$ cat config.mk
export PLATFORM = sky130hd
export DESIGN_NAME = dinit_ctrl
export DESIGN_NICKNAME = d
export VERILOG_FILES = /design/src/verilog/dinit_pkg.sv /design/src/verilog/dinit_ctrl.sv
export SDC_FILE = /design/constraint.sdc
export NUM_CORES = 1
export LEC_CHECK = 0
export BUFFER_PORTS_ARGS = -buffer_cell sky130_fd_sc_hd__buf_4
export CAP_MARGIN = 15
export CORE_UTILIZATION = 45
export DETAILED_ROUTE_END_ITERATION = 6
export PLACE_DENSITY_LB_ADDON = 0.08
export SLEW_MARGIN = 5
export SYNTH_ARGS = -nofsm -noshare
export SYNTH_HDL_FRONTEND = slang
export SYNTH_SLANG_ARGS = --single-unit
export TNS_END_PERCENT = 10
$ cat constraint.sdc
create_clock -name pclk -period 2.8 [get_ports pclk]
set_clock_uncertainty 0.2 [all_clocks]
set_input_delay 0.14 -clock pclk [delete_from_list [all_inputs] [get_ports pclk]]
set_output_delay 0.14 -clock pclk [all_outputs]
set_load 0.01 [all_outputs]
$ cat src/verilog/dinit_pkg.sv
// constants shared by the ddr2 initialization controller
// assumes one pclk domain at 125 MHz
package dinit_pkg;
  // ============================================================
  // clock
  localparam int CLK_PERIOD_PS = 8000;
  // ============================================================
  // timing, in own units and derived cycles
  localparam int T_STABLE_US = 200;
  localparam int T_STABLE_CYC =
    (T_STABLE_US * 1000000 + CLK_PERIOD_PS - 1) / CLK_PERIOD_PS;
  localparam int T_CKE_NOP_NS = 400;
  localparam int T_CKE_NOP_CYC =
    (T_CKE_NOP_NS * 1000 + CLK_PERIOD_PS - 1) / CLK_PERIOD_PS;
  localparam int T_DLL_LOCK_CYC = 200;
  localparam int T_MRD_CYC = 2;
  localparam int T_RP_CYC = 4;
  localparam int T_RFC_CYC = 16;
  localparam int AUTO_REFRESH_COUNT = 2;
  // ============================================================
  // apb register offsets
  localparam logic [11:0] CTRL_OFF = 12'h000;
  localparam logic [11:0] STAT_OFF = 12'h004;
  localparam logic [11:0] MODE_OFF = 12'h008;
  localparam logic [11:0] EXT1_OFF = 12'h00C;
  localparam logic [11:0] EXT2_OFF = 12'h010;
  localparam logic [11:0] EXT3_OFF = 12'h014;
  // ctrl fields
  localparam int CTRL_START_BIT = 0;
  localparam int CTRL_SKIPCAL_BIT = 1;
  // stat fields
  localparam int STAT_BUSY_BIT = 0;
  localparam int STAT_DONE_BIT = 1;
  localparam int STAT_LOCKED_BIT = 2;
  // reset values
  localparam logic [13:0] MODE_RST = 14'h0442;
  localparam logic [13:0] EXT1_RST = 14'h0000;
  localparam logic [13:0] EXT2_RST = 14'h0000;
  localparam logic [13:0] EXT3_RST = 14'h0000;
  // ============================================================
  // field positions and ocd values in mode/extended words, precharge-all address bit
  localparam int MODE_DLLRST_BIT = 8;
  localparam int MODE_TEST_BIT = 7;
  localparam int EXT1_DLLDIS_BIT = 0;
  localparam int OCD_LSB = 7;
  localparam logic [2:0] OCD_EXIT = 3'h0;
  localparam logic [2:0] OCD_DEFAULT = 3'h7;
  localparam int PALL_BIT = 10;
  // ============================================================
  // command codes {cs_n, ras_n, cas_n, we_n}
  localparam logic [3:0] CMD_NOP = 4'h7;
  localparam logic [3:0] CMD_PRE = 4'h2;
  localparam logic [3:0] CMD_REF = 4'h1;
  localparam logic [3:0] CMD_MRS = 4'h0;
  localparam logic [3:0] CMD_DESEL = 4'h8;
  // bank selectors for mode writes
  localparam logic [2:0] BA_MODE = 3'h0;
  localparam logic [2:0] BA_EMR1 = 3'h1;
  localparam logic [2:0] BA_EMR2 = 3'h2;
  localparam logic [2:0] BA_EMR3 = 3'h3;

  typedef enum logic [3:0] {
    DINIT_IDLE, DINIT_STABLE, DINIT_CKE, DINIT_PRE1, DINIT_EMR2,
    DINIT_EMR3, DINIT_EMR1, DINIT_MRDLL, DINIT_PRE2, DINIT_REF,
    DINIT_MRRUN, DINIT_OCDDEF, DINIT_OCDEXIT, DINIT_LOCK, DINIT_DONE
  } dinit_state_e;
endpackage

$ cat src/verilog/dinit_ctrl.sv
// ddr2 power-up initialization sequencer with apb control registers
// assumes pclk 125 MHz, device command pins sampled by memory clock
// derived from pclk outside this block
//
// Implementation choices: the register addresses and the APB register port.
`timescale 1ns/1ps
module dinit_ctrl #(
  parameter int STABLE_CYC = dinit_pkg::T_STABLE_CYC
) (
  input wire logic pclk,
  input wire logic presetn,
  input wire logic clk_en,
  input wire logic psel,
  input wire logic penable,
  input wire logic pwrite,
  input wire logic [11:0] paddr,
  input wire logic [31:0] pwdata,
  output logic [31:0] prdata,
  output logic pready,
  output logic pslverr,
  output logic mem_cke,
  output logic mem_odt,
  output logic mem_cs_n,
  output logic mem_ras_n,
  output logic mem_cas_n,
  output logic mem_we_n,
  output logic [2:0] mem_ba,
  output logic [15:0] mem_addr,
  output logic init_done
);
  // ============================================================
  // state
  typedef struct packed {
    // sequencer
    dinit_pkg::dinit_state_e st;
    logic [17:0] wait_cnt;
    logic [7:0] lock_cnt;
    logic [7:0] cal_cnt;
    logic [1:0] ref_cnt;
    // apb registers
    logic skip_cal;
    logic done;
    logic [13:0] mode_word;
    logic [13:0] ext1_word;
    logic [13:0] ext2_word;
    logic [13:0] ext3_word;
    // command pins and apb read data
    logic cke;
    logic [3:0] cmd;
    logic [2:0] ba;
    logic [15:0] addr;
    logic [31:0] rdata;
  } dinit_state_s;

  dinit_state_s s_reg;
  dinit_state_s s_next;

  localparam logic [17:0] STABLE_N = 18'(STABLE_CYC);
  localparam logic [17:0] CKE_N = 18'(dinit_pkg::T_CKE_NOP_CYC);
  localparam logic [17:0] MRD_N = 18'(dinit_pkg::T_MRD_CYC);
  localparam logic [17:0] RP_N = 18'(dinit_pkg::T_RP_CYC);
  localparam logic [17:0] RFC_N = 18'(dinit_pkg::T_RFC_CYC);
  localparam logic [7:0] LOCK_N = 8'(dinit_pkg::T_DLL_LOCK_CYC);
  localparam logic [1:0] REF_N = 2'(dinit_pkg::AUTO_REFRESH_COUNT);

  logic wr_acc;
  logic rd_acc;
  logic gap_done;
  assign wr_acc = psel && penable && pwrite;
  assign rd_acc = psel && !penable && !pwrite;
  assign pready = 1'b1;
  assign gap_done = (s_reg.wait_cnt == 18'h00000);

  // ============================================================
  // next state
  always_comb begin
    s_next = s_reg;
    s_next.cmd = dinit_pkg::CMD_NOP;
    s_next.ba = 3'h0;
    s_next.addr = 16'h0000;
    // one down-counter times every command gap but the wait on cal_cnt before the ocd write
    if (s_reg.wait_cnt != 18'h00000) begin
      s_next.wait_cnt = s_reg.wait_cnt - 18'h00001;
    end
    // lock timer keeps running through later steps
    if (s_reg.lock_cnt != 8'h00) begin
      s_next.lock_cnt = s_reg.lock_cnt - 8'h01;
    end
    // calibration may not start before this expires
    if (s_reg.cal_cnt != 8'h00) begin
      s_next.cal_cnt = s_reg.cal_cnt - 8'h01;
    end

    // register writes
    if (wr_acc) begin
      unique case (paddr)
        // start refused while a sequence runs
        dinit_pkg::CTRL_OFF: begin
          if (pwdata[dinit_pkg::CTRL_START_BIT] &&
              (s_reg.st == dinit_pkg::DINIT_IDLE ||
               s_reg.st == dinit_pkg::DINIT_DONE)) begin
            // rerun allowed only from idle or once the sequence is done
            s_next.skip_cal = pwdata[dinit_pkg::CTRL_SKIPCAL_BIT];
            s_next.done = 1'b0;
            s_next.st = dinit_pkg::DINIT_STABLE;
            s_next.wait_cnt = STABLE_N;
          end
        end
        dinit_pkg::MODE_OFF: s_next.mode_word = pwdata[13:0];
        dinit_pkg::EXT1_OFF: s_next.ext1_word = pwdata[13:0];
        dinit_pkg::EXT2_OFF: s_next.ext2_word = pwdata[13:0];
        dinit_pkg::EXT3_OFF: s_next.ext3_word = pwdata[13:0];
        default: begin
        end
      endcase
    end

    // read data captured in setup, held until next read
    if (rd_acc) begin
      unique case (paddr)
        dinit_pkg::STAT_OFF: begin
          s_next.rdata = 32'h00000000;
          s_next.rdata[dinit_pkg::STAT_BUSY_BIT] =
            (s_reg.st != dinit_pkg::DINIT_IDLE) &&
            (s_reg.st != dinit_pkg::DINIT_DONE);
          s_next.rdata[dinit_pkg::STAT_DONE_BIT] = s_reg.done;
          s_next.rdata[dinit_pkg::STAT_LOCKED_BIT] =
            (s_reg.lock_cnt == 8'h00);
        end
        dinit_pkg::CTRL_OFF: s_next.rdata = {30'h0, s_reg.skip_cal, 1'b0};
        dinit_pkg::MODE_OFF: s_next.rdata = {18'h0, s_reg.mode_word};
        dinit_pkg::EXT1_OFF: s_next.rdata = {18'h0, s_reg.ext1_word};
        dinit_pkg::EXT2_OFF: s_next.rdata = {18'h0, s_reg.ext2_word};
        dinit_pkg::EXT3_OFF: s_next.rdata = {18'h0, s_reg.ext3_word};
        default: s_next.rdata = 32'h00000000;
      endcase
    end

    // ==========================================================
    // sequencer; each command is one cycle, nop fills every gap
    unique case (s_reg.st)
      dinit_pkg::DINIT_IDLE: begin
      end

      // power-up waits
      dinit_pkg::DINIT_STABLE: begin
        if (gap_done) begin
          s_next.cke = 1'b1;
          s_next.wait_cnt = CKE_N;
          s_next.st = dinit_pkg::DINIT_CKE;
        end
      end

      dinit_pkg::DINIT_CKE: begin
        if (gap_done) begin
          s_next.cmd = dinit_pkg::CMD_PRE;
          s_next.addr[dinit_pkg::PALL_BIT] = 1'b1;
          s_next.wait_cnt = RP_N;
          s_next.st = dinit_pkg::DINIT_PRE1;
        end
      end

      // register writes after precharge
      dinit_pkg::DINIT_PRE1: begin
        if (gap_done) begin
          s_next.cmd = dinit_pkg::CMD_MRS;
          s_next.ba = dinit_pkg::BA_EMR2;
          s_next.addr = {2'b00, s_reg.ext2_word};
          s_next.wait_cnt = MRD_N;
          s_next.st = dinit_pkg::DINIT_EMR2;
        end
      end

      dinit_pkg::DINIT_EMR2: begin
        if (gap_done) begin
          s_next.cmd = dinit_pkg::CMD_MRS;
          s_next.ba = dinit_pkg::BA_EMR3;
          s_next.addr = {2'b00, s_reg.ext3_word};
          s_next.wait_cnt = MRD_N;
          s_next.st = dinit_pkg::DINIT_EMR3;
        end
      end

      dinit_pkg::DINIT_EMR3: begin
        if (gap_done) begin
          s_next.cmd = dinit_pkg::CMD_MRS;
          s_next.ba = dinit_pkg::BA_EMR1;
          s_next.addr = {2'b00, s_reg.ext1_word};
          s_next.addr[dinit_pkg::EXT1_DLLDIS_BIT] = 1'b0;
          s_next.addr[dinit_pkg::OCD_LSB +: 3] = dinit_pkg::OCD_EXIT;
          s_next.addr[15:13] = 3'h0;
          s_next.cal_cnt = LOCK_N;
          s_next.wait_cnt = MRD_N;
          s_next.st = dinit_pkg::DINIT_EMR1;
        end
      end

      dinit_pkg::DINIT_EMR1: begin
        if (gap_done) begin
          s_next.cmd = dinit_pkg::CMD_MRS;
          s_next.ba = dinit_pkg::BA_MODE;
          s_next.addr = {2'b00, s_reg.mode_word};
          s_next.addr[dinit_pkg::MODE_DLLRST_BIT] = 1'b1;
          s_next.addr[dinit_pkg::MODE_TEST_BIT] = 1'b0;
          s_next.addr[15:13] = 3'h0;
          s_next.lock_cnt = LOCK_N;
          s_next.wait_cnt = MRD_N;
          s_next.st = dinit_pkg::DINIT_MRDLL;
        end
      end

      // refresh, then operating mode
      dinit_pkg::DINIT_MRDLL: begin
        if (gap_done) begin
          s_next.cmd = dinit_pkg::CMD_PRE;
          s_next.addr[dinit_pkg::PALL_BIT] = 1'b1;
          s_next.wait_cnt = RP_N;
          s_next.ref_cnt = 2'h0;
          s_next.st = dinit_pkg::DINIT_PRE2;
        end
      end

      dinit_pkg::DINIT_PRE2, dinit_pkg::DINIT_REF: begin
        if (gap_done) begin
          if (s_reg.ref_cnt != REF_N) begin
            s_next.cmd = dinit_pkg::CMD_REF;
            s_next.ref_cnt = s_reg.ref_cnt + 2'h1;
            s_next.wait_cnt = RFC_N;
            s_next.st = dinit_pkg::DINIT_REF;
          end else begin
            s_next.cmd = dinit_pkg::CMD_MRS;
            s_next.ba = dinit_pkg::BA_MODE;
            s_next.addr = {2'b00, s_reg.mode_word};
            s_next.addr[dinit_pkg::MODE_DLLRST_BIT] = 1'b0;
            s_next.addr[dinit_pkg::MODE_TEST_BIT] = 1'b0;
            s_next.wait_cnt = MRD_N;
            s_next.st = dinit_pkg::DINIT_MRRUN;
          end
        end
      end

      // calibration default (only with skip_cal set) and exit
      dinit_pkg::DINIT_MRRUN: begin
        if (gap_done && s_reg.cal_cnt == 8'h00) begin
          s_next.cmd = dinit_pkg::CMD_MRS;
          s_next.ba = dinit_pkg::BA_EMR1;
          s_next.addr = {2'b00, s_reg.ext1_word};
          s_next.addr[dinit_pkg::EXT1_DLLDIS_BIT] = 1'b0;
          s_next.addr[dinit_pkg::OCD_LSB +: 3] = s_reg.skip_cal ?
            dinit_pkg::OCD_DEFAULT : dinit_pkg::OCD_EXIT;
          s_next.wait_cnt = MRD_N;
          s_next.st = dinit_pkg::DINIT_OCDDEF;
        end
      end

      dinit_pkg::DINIT_OCDDEF: begin
        if (gap_done) begin
          s_next.cmd = dinit_pkg::CMD_MRS;
          s_next.ba = dinit_pkg::BA_EMR1;
          s_next.addr = {2'b00, s_reg.ext1_word};
          s_next.addr[dinit_pkg::EXT1_DLLDIS_BIT] = 1'b0;
          s_next.addr[dinit_pkg::OCD_LSB +: 3] = dinit_pkg::OCD_EXIT;
          s_next.wait_cnt = MRD_N;
          s_next.st = dinit_pkg::DINIT_OCDEXIT;
        end
      end

      dinit_pkg::DINIT_OCDEXIT: begin
        if (gap_done) begin
          s_next.st = dinit_pkg::DINIT_LOCK;
        end
      end

      // reads legal only once lock time is over
      dinit_pkg::DINIT_LOCK: begin
        if (s_reg.lock_cnt == 8'h00) begin
          s_next.done = 1'b1;
          s_next.st = dinit_pkg::DINIT_DONE;
        end
      end

      dinit_pkg::DINIT_DONE: begin
      end

      default: s_next.st = dinit_pkg::DINIT_IDLE;
    endcase
  end

  // ============================================================
  // registers
  always_ff @(posedge pclk or negedge presetn) begin
    if (!presetn) begin
      s_reg <= '0;
      s_reg.st <= dinit_pkg::DINIT_IDLE;
      s_reg.cmd <= dinit_pkg::CMD_NOP;
      s_reg.cke <= 1'b0;
      s_reg.mode_word <= dinit_pkg::MODE_RST;
      s_reg.ext1_word <= dinit_pkg::EXT1_RST;
      s_reg.ext2_word <= dinit_pkg::EXT2_RST;
      s_reg.ext3_word <= dinit_pkg::EXT3_RST;
    end else if (clk_en) begin
      // clk_en low freezes every field
      s_reg <= s_next;
    end
  end

  // ============================================================
  // outputs
  assign prdata = s_reg.rdata;
  assign pslverr = 1'b0;
  assign mem_cke = s_reg.cke;
  assign mem_odt = 1'b0;
  assign mem_cs_n = s_reg.cmd[3];
  assign mem_ras_n = s_reg.cmd[2];
  assign mem_cas_n = s_reg.cmd[1];
  assign mem_we_n = s_reg.cmd[0];
  assign mem_ba = s_reg.ba;
  assign mem_addr = s_reg.addr;
  assign init_done = s_reg.done;
endmodule

# After elaboration in Yosys (flattened, before gate mapping)
# Cells that the tools add are included.
dict set report word_totals {
  reg_bits 154
  in_bits 50
  out_inout_bits 60
  wordCells 129
}
dict set report op_classes {
  addsub 4
  n_eq_ne 24
  muxes 54
  n_reduce_logical 31
}
# cell count
set ops {}
lappend ops {{22-bit 2-to-1 mux} 18}
lappend ops {{18-bit one-hot mux with 10 select lines} 1}
lappend ops {{14-bit one-hot mux with 6 select lines} 1}
lappend ops {{14-bit 2-to-1 mux} 5}
lappend ops {{10-bit one-hot mux with 7 select lines} 1}
lappend ops {{57-bit 2-to-1 mux} 1}
lappend ops {{8-bit one-hot mux with 7 select lines} 1}
lappend ops {{4-bit one-hot mux with 13 select lines} 1}
lappend ops {{8-bit 2-to-1 mux} 5}
lappend ops {{4-bit one-hot mux with 8 select lines} 1}
lappend ops {{30-bit 2-to-1 mux} 1}
lappend ops {{4-bit equality test (second input constant)} 7}
lappend ops {{12-bit by 4-bit equality test with 1-bit output (second input constant)} 2}
lappend ops {{12-bit by 5-bit equality test with 1-bit output (second input constant)} 2}
lappend ops {{23-bit 2-to-1 mux} 1}
lappend ops {{20-bit 2-to-1 mux} 1}
lappend ops {{18-bit logical NOT} 1}
lappend ops {{18-bit 2-to-1 mux} 1}
lappend ops {{18-bit nonzero test} 1}
lappend ops {{18-bit by 1-bit subtractor with 18-bit output (second input constant)} 1}
lappend ops {{4-bit by 3-bit equality test with 1-bit output (second input constant)} 4}
lappend ops {{8-bit logical NOT} 2}
lappend ops {{8-bit nonzero test} 2}
lappend ops {{8-bit by 1-bit subtractor with 8-bit output (second input constant)} 2}
lappend ops {{24 further kinds} 50}

# Depth between registers and ports, before layout
# Gate-level depths: netlist of run 1.
dict set report logic_depth {
  word_depth 8
  depth_mapped 9
  mapped_depth_nobuf 8
}

# Worst setup path before layout of run 1
# OpenSTA, ideal clock, no wires.
dict set report synth_timing {
  kind {register -> register}
  from {register s_reg[116] (netlist bit)}
  to {register s_reg, in the netlist mem_we_n}
  setup_ns 0.084
  arrival_ns 2.096
  t_required_ns 2.516
  setup_slack_ns 0.420
  path_stages_with_launch 10
  path_buffers 1
  period_less_slack_ns 2.380
  cell_sequence {dfrtp_1 > inv_1 > ha_1 > or4b_2 > nor2_1 > buf_4 > inv_1 > a31o_2 > a211oi_2 > a21oi_1}
}
dict set report synth_between {
  elab_chain_cells 4
}
# element line_no
set synth_rtl {}
lappend synth_rtl {{start: declaration} dinit_ctrl.sv:55} ;# dinit_state_s s_reg;
lappend synth_rtl {{start signal: assignment} dinit_ctrl.sv:303} ;# s_reg <= s_next;
lappend synth_rtl {{8-bit logical NOT} dinit_ctrl.sv:244} ;# if (gap_done && s_reg.cal_cnt == 8'h00) begin
lappend synth_rtl {{1-bit logical AND} dinit_ctrl.sv:244}
lappend synth_rtl {{22-bit 2-to-1 mux} dinit_ctrl.sv:244}
lappend synth_rtl {{4-bit one-hot mux with 8 select lines} dinit_ctrl.sv:141} ;# unique case (s_reg.st)
# Every way passes these cells.
# A chain may end at the register's enable or synchronous reset.

# Worst setup path in the final report of run 1
dict set report layout_timing {
  from {input port paddr[10]}
  to {register s_reg[62] (netlist bit)}
}
dict set report layout_between {
  elab_chain_cells 2
}
# element line_no
set layout_rtl {}
lappend layout_rtl {{start: declaration} dinit_ctrl.sv:16} ;# input wire logic [11:0] paddr,
lappend layout_rtl {{12-bit by 5-bit equality test with 1-bit output} dinit_ctrl.sv:96} ;# unique case (paddr)
lappend layout_rtl {{3-bit AND reduction (no source line)} n/a}
# Every way passes these cells.

==> reports/results.ini, run 1 <==
[setup_path]
end_kind=flop
cp.depth=8
criticalPathCategory=in2reg
max_stage_delay_ps=590
crit_chain=dlygate4sd3_1 -> buf_4 -> nor2_1 -> dlygate4sd3_1 -> nand3_1 -> nor4_2 -> buf_4 -> mux2_2
worst-path-buf-inv=4
arrival_ps=2740
path_max_fanout=14
worstSetupStartpointType=input port
crit_slowest_cell=dlygate4sd3_1
critPathRequiredTime_ps=2910
r2r_cells=9
cp_top_family=buffers and inverters

[cells_and_area]
multi_input_area_mm2=0.00356
fin_util_pct=54.8
fin_nets=886
fin_cells=1059
syn2layout_area_growth_pct=18.0
regArea_mm2=0.00331
fillCellCount=1445
largest_register_ffs=97
final_common_cell=dfrtp_1
drive_above_1_share_pct=27.5
most-common-layout-cells=dfrtp_1 (126), buf_4 (106), o21ai_0 (63), nand2_1 (58), mux2_2 (57)
n_antenna_cell=0

[synthesis]
synthMuxAreaShare_pct=9.58
yosysSeqAreaShare_pct=44.4
ys_types=79
synthAdderAreaFrac_pct=1.01
ys_warn_count=0
synth_area_leader_cell=dfrtp_1
syn_avg_cell_area_um2=9.85
synthCells=757
netlist.area_leader.share_pct=42.3
synth_top_family_by_area=compound AO/OA/AOI/OAI gates
synth_area_leaders=dfrtp_1 (42%), mux2_2 (8.6%), buf_4 (5.8%), o21ai_0 (4.2%), nand2_1 (3.0%)
yosys.area_share.simple_pct=16.7
synth_compound_area_share_pct=18.4
syn_area_mm2=0.00746
synth-xor-area-share_pct=0.587
async_flop_share_pct=100
ys_seq_elements=132
synth_edf_count=0
synthFlopType=dfrtp_1

[clocking]
clock_tree.htree_level_count=4
cts_num_sinks=132
cts_tree=done
insertion_delay_ps=430
cts.path.max_buffers=2
post-cts-setup-buffers=0
cts_buffers=17
clockRootBuffer=clkbuf_16
clkSlewWorstSetupHoldPaths_ps=60

[place]
dp_hpwl_um=13700
io_buffers=66
gp_congestion=0.836
dp.cells=1007

[sta]
fin_crit_ps=2630
clock.fmax_mhz=381
tightest_slew_ps=799
holdWs_ps=45.7
drv_slew=0
setup_viol=0
setup_tns_ps=0
hold_viol=0
relSlewSlack_pct=46.7
rsz0062_at_grt=no
fin_crit_sh_pct=93.8

[route]
drtIter0Drc=384
drt-pass1-iter-count=5
wirelength_um=20200
wl_per_cell_um=19.1
drc_errors=0
via_per_inst=5.83
ant_nets=0
vias=6178

[floorplan]
die_area_mm2=0.0171
ios=110
die_w_um=131
dieHeight_um=131
design.core.area_mm2=0.0161
rows=46
floorplan.initialDensity_pct=46.5

[global_routing]
antenna_found_initial=0
grt_usage_pct=25.5
grt_overflow=0
grt_max_degree=47
grt_pass1_wl_um=32700
grt_pass1_vias=6100

[power_and_ir_drop]
power_density_mw_per_mm2=575
peakVddDrop_mv=0.456
leakagePower_nw=3.93
power_w=0.00506

[hold_path]
hold_class=in2async

[status]
status=complete, no violations

[job]
drv_cap=0

[path summary, 6_finish.rpt]
| path | slack (ps) | to | startpoint |
|---|---|---|---|
| worst max-delay path | 170 | s_reg[62]$_DFFE_PN0P_ | paddr[10] |
| worst min-delay path | 50 | s_reg[84]$_DFFE_PN0P_ | presetn |
| worst max register to register | 180 | s_reg[144]$_DFFE_PN0P_ | s_reg[116]$_DFFE_PN0P_ |
| worst min register to register | 280 | mem_cke$_DFFE_PN0P_ | mem_cke$_DFFE_PN0P_ |
| max in group asynchronous | 1550 | s_reg[130]$_DFFE_PN0P_ | presetn |
| min in group pclk | 60 | mem_cas_n$_DFFE_PN1P_ | clk_en |
[cells in the mapped netlist (all sizes together) (4+ instances only)]
cell     instances
nor3            24
dfstp            6
nand3           13
nand2           60
mux2            57
o21ai           70
o2bb2ai          8
xnor2            4
or3             11
nand2b           6
buf             70
inv             17
or4              4
dfrtp          126
and2             5
nor2            54
a21o             6
mux2i            5
clkbuf          27
a21oi           30
nor4            15
a22oi           24
o41ai            5
ha               6
o31ai            7
nand4            9
a31oi            7
a221oi          20
nor2b           11
[cells by family (layout without fill, tap and decap cells)]
logic type / after synthesis / after routing
muxes: 63 / 63
DFF: 132 / 132
adders and majority gates: 6 / 6
and+or+nand+nor: 228 / 228
xor gates and xnor gates: 5 / 5
other: 2 / 25
AOI/OAI and AO/OA: 205 / 205
buffers and inverters: 116 / 179
[routing by layer]
layer | GRT usage [%] | vias up | part of all wire, %
met1 | 32.2 | 3077 | 42
li1 | - | 2864 | -
met5 | 0 | - | 0
met2 | 43.0 | 190 | 50
met4 | 9.40 | 0 | 2.5
met3 | 5.37 | 47 | 5.0
[timing repair]
| action | in CTS | in global routing |
|---|---|---|
| setup endpoints to repair | 0 | 5 |
| resized for setup | 0 | 1 |
| hold buffers | 20 | 0 |
| endpoints found under the hold margin | 141 | 0 |
[metrics by stage]
step           setup WS (ps)  instance area (um2)
4_1_cts                  116                 8800
5_1_grt                 1.66                 8800
3_5_place_dp             137                 8040
3_3_place_gp             188                 8040
6_report                 174                 8800
2_1_floorplan            420                 7550
[final cells by class]
type,instances,share of cell area (%)
well taps,216,3.07
inverters,19,0.810
flip-flops and latches,132,37.6
multi-input cells,532,40.4
clock buffers,18,4.99
clock inverters,14,1.34
repair buffers,128,11.8
[report_power, final]
group          internal, W  switching [W]
clock              0.00118       0.000933
sequential         0.00207       0.000171
combinational     0.000303       0.000406
No activity file was read; power rests on OpenSTA's default activity.
==> inputs of run 2 (changes only) <==
--- a/config.mk
+++ b/config.mk
@@ -5,7 +5,7 @@
 export SDC_FILE = /design/constraint.sdc
 export NUM_CORES = 1
 export LEC_CHECK = 0
-export BUFFER_PORTS_ARGS = -buffer_cell sky130_fd_sc_hd__buf_4
+export BUFFER_PORTS_ARGS = -buffer_cell sky130_fd_sc_hd__buf_2
 export CAP_MARGIN = 15
 export CORE_UTILIZATION = 45
 export DETAILED_ROUTE_END_ITERATION = 6
==> constraint.sdc (replaced) <==
create_clock -name pclk -period 2.8 [get_ports pclk]
set_clock_uncertainty 0.2 [all_clocks]
set_input_delay 0.28 -clock pclk [delete_from_list [all_inputs] [get_ports pclk]]
set_output_delay 0.28 -clock pclk [all_outputs]
set_load 0.01 [all_outputs]
==> reports/results.ini, run 2 (synthesis results as in run 1) <==
[status]
status=complete, no violations

[cells_and_area]
drive_above_1_share_pct=27.4  ; -0.13 points
multi_input_area_mm2=0.00356  ; +0.21%
fin_util_pct=54.0  ; -0.80 points
syn2layout_area_growth_pct=16.3
most-common-layout-cells=dfrtp_1 (126), buf_2 (65), o21ai_0 (63), nand2_1 (58), mux2_2 (57)
fin_cells=1052  ; -0.66%
fillCellCount=1468  ; +1.6%
final_common_cell=dfrtp_1
n_antenna_cell=0  ; unchanged
regArea_mm2=0.00331  ; unchanged
fin_nets=879  ; -0.79%
largest_register_ffs=97  ; unchanged

[hold_path]
hold_class=in2reg

[place]
io_buffers=66  ; unchanged
dp_hpwl_um=13600  ; -1.4%
dp_slack_ps=115  ; -22.2 ps
gp_congestion=0.839  ; +0.33%
dp.cells=1004  ; -0.30%

[setup_path]
arrival_ps=2780  ; +40 ps
critPathRequiredTime_ps=2940  ; +30 ps
end_kind=flop
criticalPathCategory=reg2reg
path_max_fanout=6  ; -8
worstSetupStartpointType=flop

[global_routing]
grt_max_degree=69  ; +47%
grt_pass1_wl_um=31700  ; -2.9%
grt_usage_pct=24.7  ; -0.77 points
antenna_found_initial=0  ; unchanged
grt_overflow=0  ; unchanged
grt_pass1_vias=5982  ; -1.9%

[power_and_ir_drop]
p_int_w=0.00380  ; +6.8%
power_density_mw_per_mm2=610  ; +6.0%
leakagePower_nw=3.91  ; -0.66%
p_switching_w=0.00149  ; -1.0%
p_clk_share_pct=44.4  ; +2.6 points
switching_share_pct=28.2  ; -1.6 points
seqPwrFrac_pct=42.3  ; -1.9 points
peakVddDrop_mv=0.489  ; +7.0%
combPwrFrac_pct=13.2  ; -0.8 points

[route]
vias=6123  ; -0.89%
drtIter0Drc=390  ; +1.6%
ant_nets=0  ; unchanged
wl_per_cell_um=18.6  ; -2.4%
wirelength_um=19600  ; -3.0%
drc_errors=0  ; unchanged
drt-pass1-iter-count=5  ; unchanged
via_per_inst=5.82  ; -0.23%

[floorplan]
die_w_um=131  ; unchanged
die_area_mm2=0.0171  ; unchanged
ios=110  ; unchanged
floorplan.initialDensity_pct=46.5  ; unchanged
rows=46  ; unchanged
dieHeight_um=131  ; unchanged
design.core.area_mm2=0.0161  ; unchanged

[sta]
fin_crit_ps=2640  ; +14.6 ps
setup_tns_ps=0  ; unchanged
fin_crit_sh_pct=94.3  ; +0.52 points
hold_viol=0  ; unchanged
relSlewSlack_pct=49.0  ; +2.2 points
holdWs_ps=105  ; +59.0 ps
layout_setup_ws_ps=160  ; -14.6 ps
rsz0062_at_grt=no
drv_slew=0  ; unchanged
clock.fmax_mhz=379  ; -0.55%
setup_viol=0  ; unchanged
tightest_slew_ps=766  ; -33.2 ps

[clocking]
clockRootBuffer=clkbuf_16
cts_tree=done
insertion_delay_ps=430  ; about the same
cts.path.max_buffers=2  ; unchanged
clock_tree.htree_level_count=4  ; unchanged
cts_buffers=17  ; unchanged
clkSlewWorstSetupHoldPaths_ps=60  ; about the same
cts_num_sinks=132  ; unchanged

[job]
drv_cap=0  ; unchanged

## run 2: stage by stage
stage / instance area [um2] / total power [W]
2_1_floorplan: 7550 / 0.00273
3_3_place_gp: 7870 / 0.00291
3_5_place_dp: 7870 / 0.00295
4_1_cts: 8640 / 0.00534
5_1_grt: 8670 / 0.00554
6_report: 8670 / 0.00529
## run 2: power groups by stage
stage / sequential (W) / clock (W) / combinational, W
floorplan: 0.00222 / 0 / 0.000506
global placement: 0.00226 / 0 / 0.000653
detailed placement: 0.00227 / 0 / 0.000679
CTS: 0.00224 / 0.00240 / 0.000703
global route: 0.00227 / 0.00247 / 0.000795
finish: 0.00224 / 0.00235 / 0.000700
## run 2: critical path: stages (launching register included)
cell and delay, ps:
dfrtp_1 400, inv_1 100, ha_1 140, or4b_2 640, nor2_1 170, buf_4 170
inv_1 70, a31o_2 260, a211oi_4 300, a21oi_1 110
## run 2: final timing paths
kind | from | to | slack, ps | depth (start not counted)
min | paddr[2] | prdata[2]$_DFFE_PN0P_ | 100 | 3
min reg2reg | prdata[11]$_DFFE_PN0P_ | prdata[11]$_DFFE_PN0P_ | 270 | 2
min in group asynchronous | presetn | prdata[1]$_DFFE_PN0P_ | 120 | 2
max in group asynchronous | presetn | s_reg[130]$_DFFE_PN0P_ | 1540 | 3
max reg2reg | s_reg[116]$_DFFE_PN0P_ | mem_we_n$_DFFE_PN1P_ | 160 | 9
max | s_reg[116]$_DFFE_PN0P_ | mem_we_n$_DFFE_PN1P_ | 160 | 9
## run 2: cell type report
class | count | share of cell area (%)
Multi-Input combinational cell | 532 | 41.1
Sequential cell | 132 | 38.2
Timing Repair Buffer | 121 | 9.65
Clock buffer | 19 | 5.11
Tap cell | 216 | 3.12
Clock inverter | 13 | 2.03
Inverter | 19 | 0.822
## run 2: routing by layer
metal	wire [um]	vias up	GRT usage, %
met1	8230	3054	30.9
met2	9940	195	41.9
met5	0	-	0
met3	1040	28	5.54
met4	369	0	8.86
li1	-	2846	-
## run 2: repair_timing
action / 4_1_cts / 5_1_grt
setup endpoints to repair: 0 / 15
hold endpoints to repair: 154 / 0
resized for setup: 0 / 2
buffers inserted: 0 / 1
hold buffers: 15 / 0
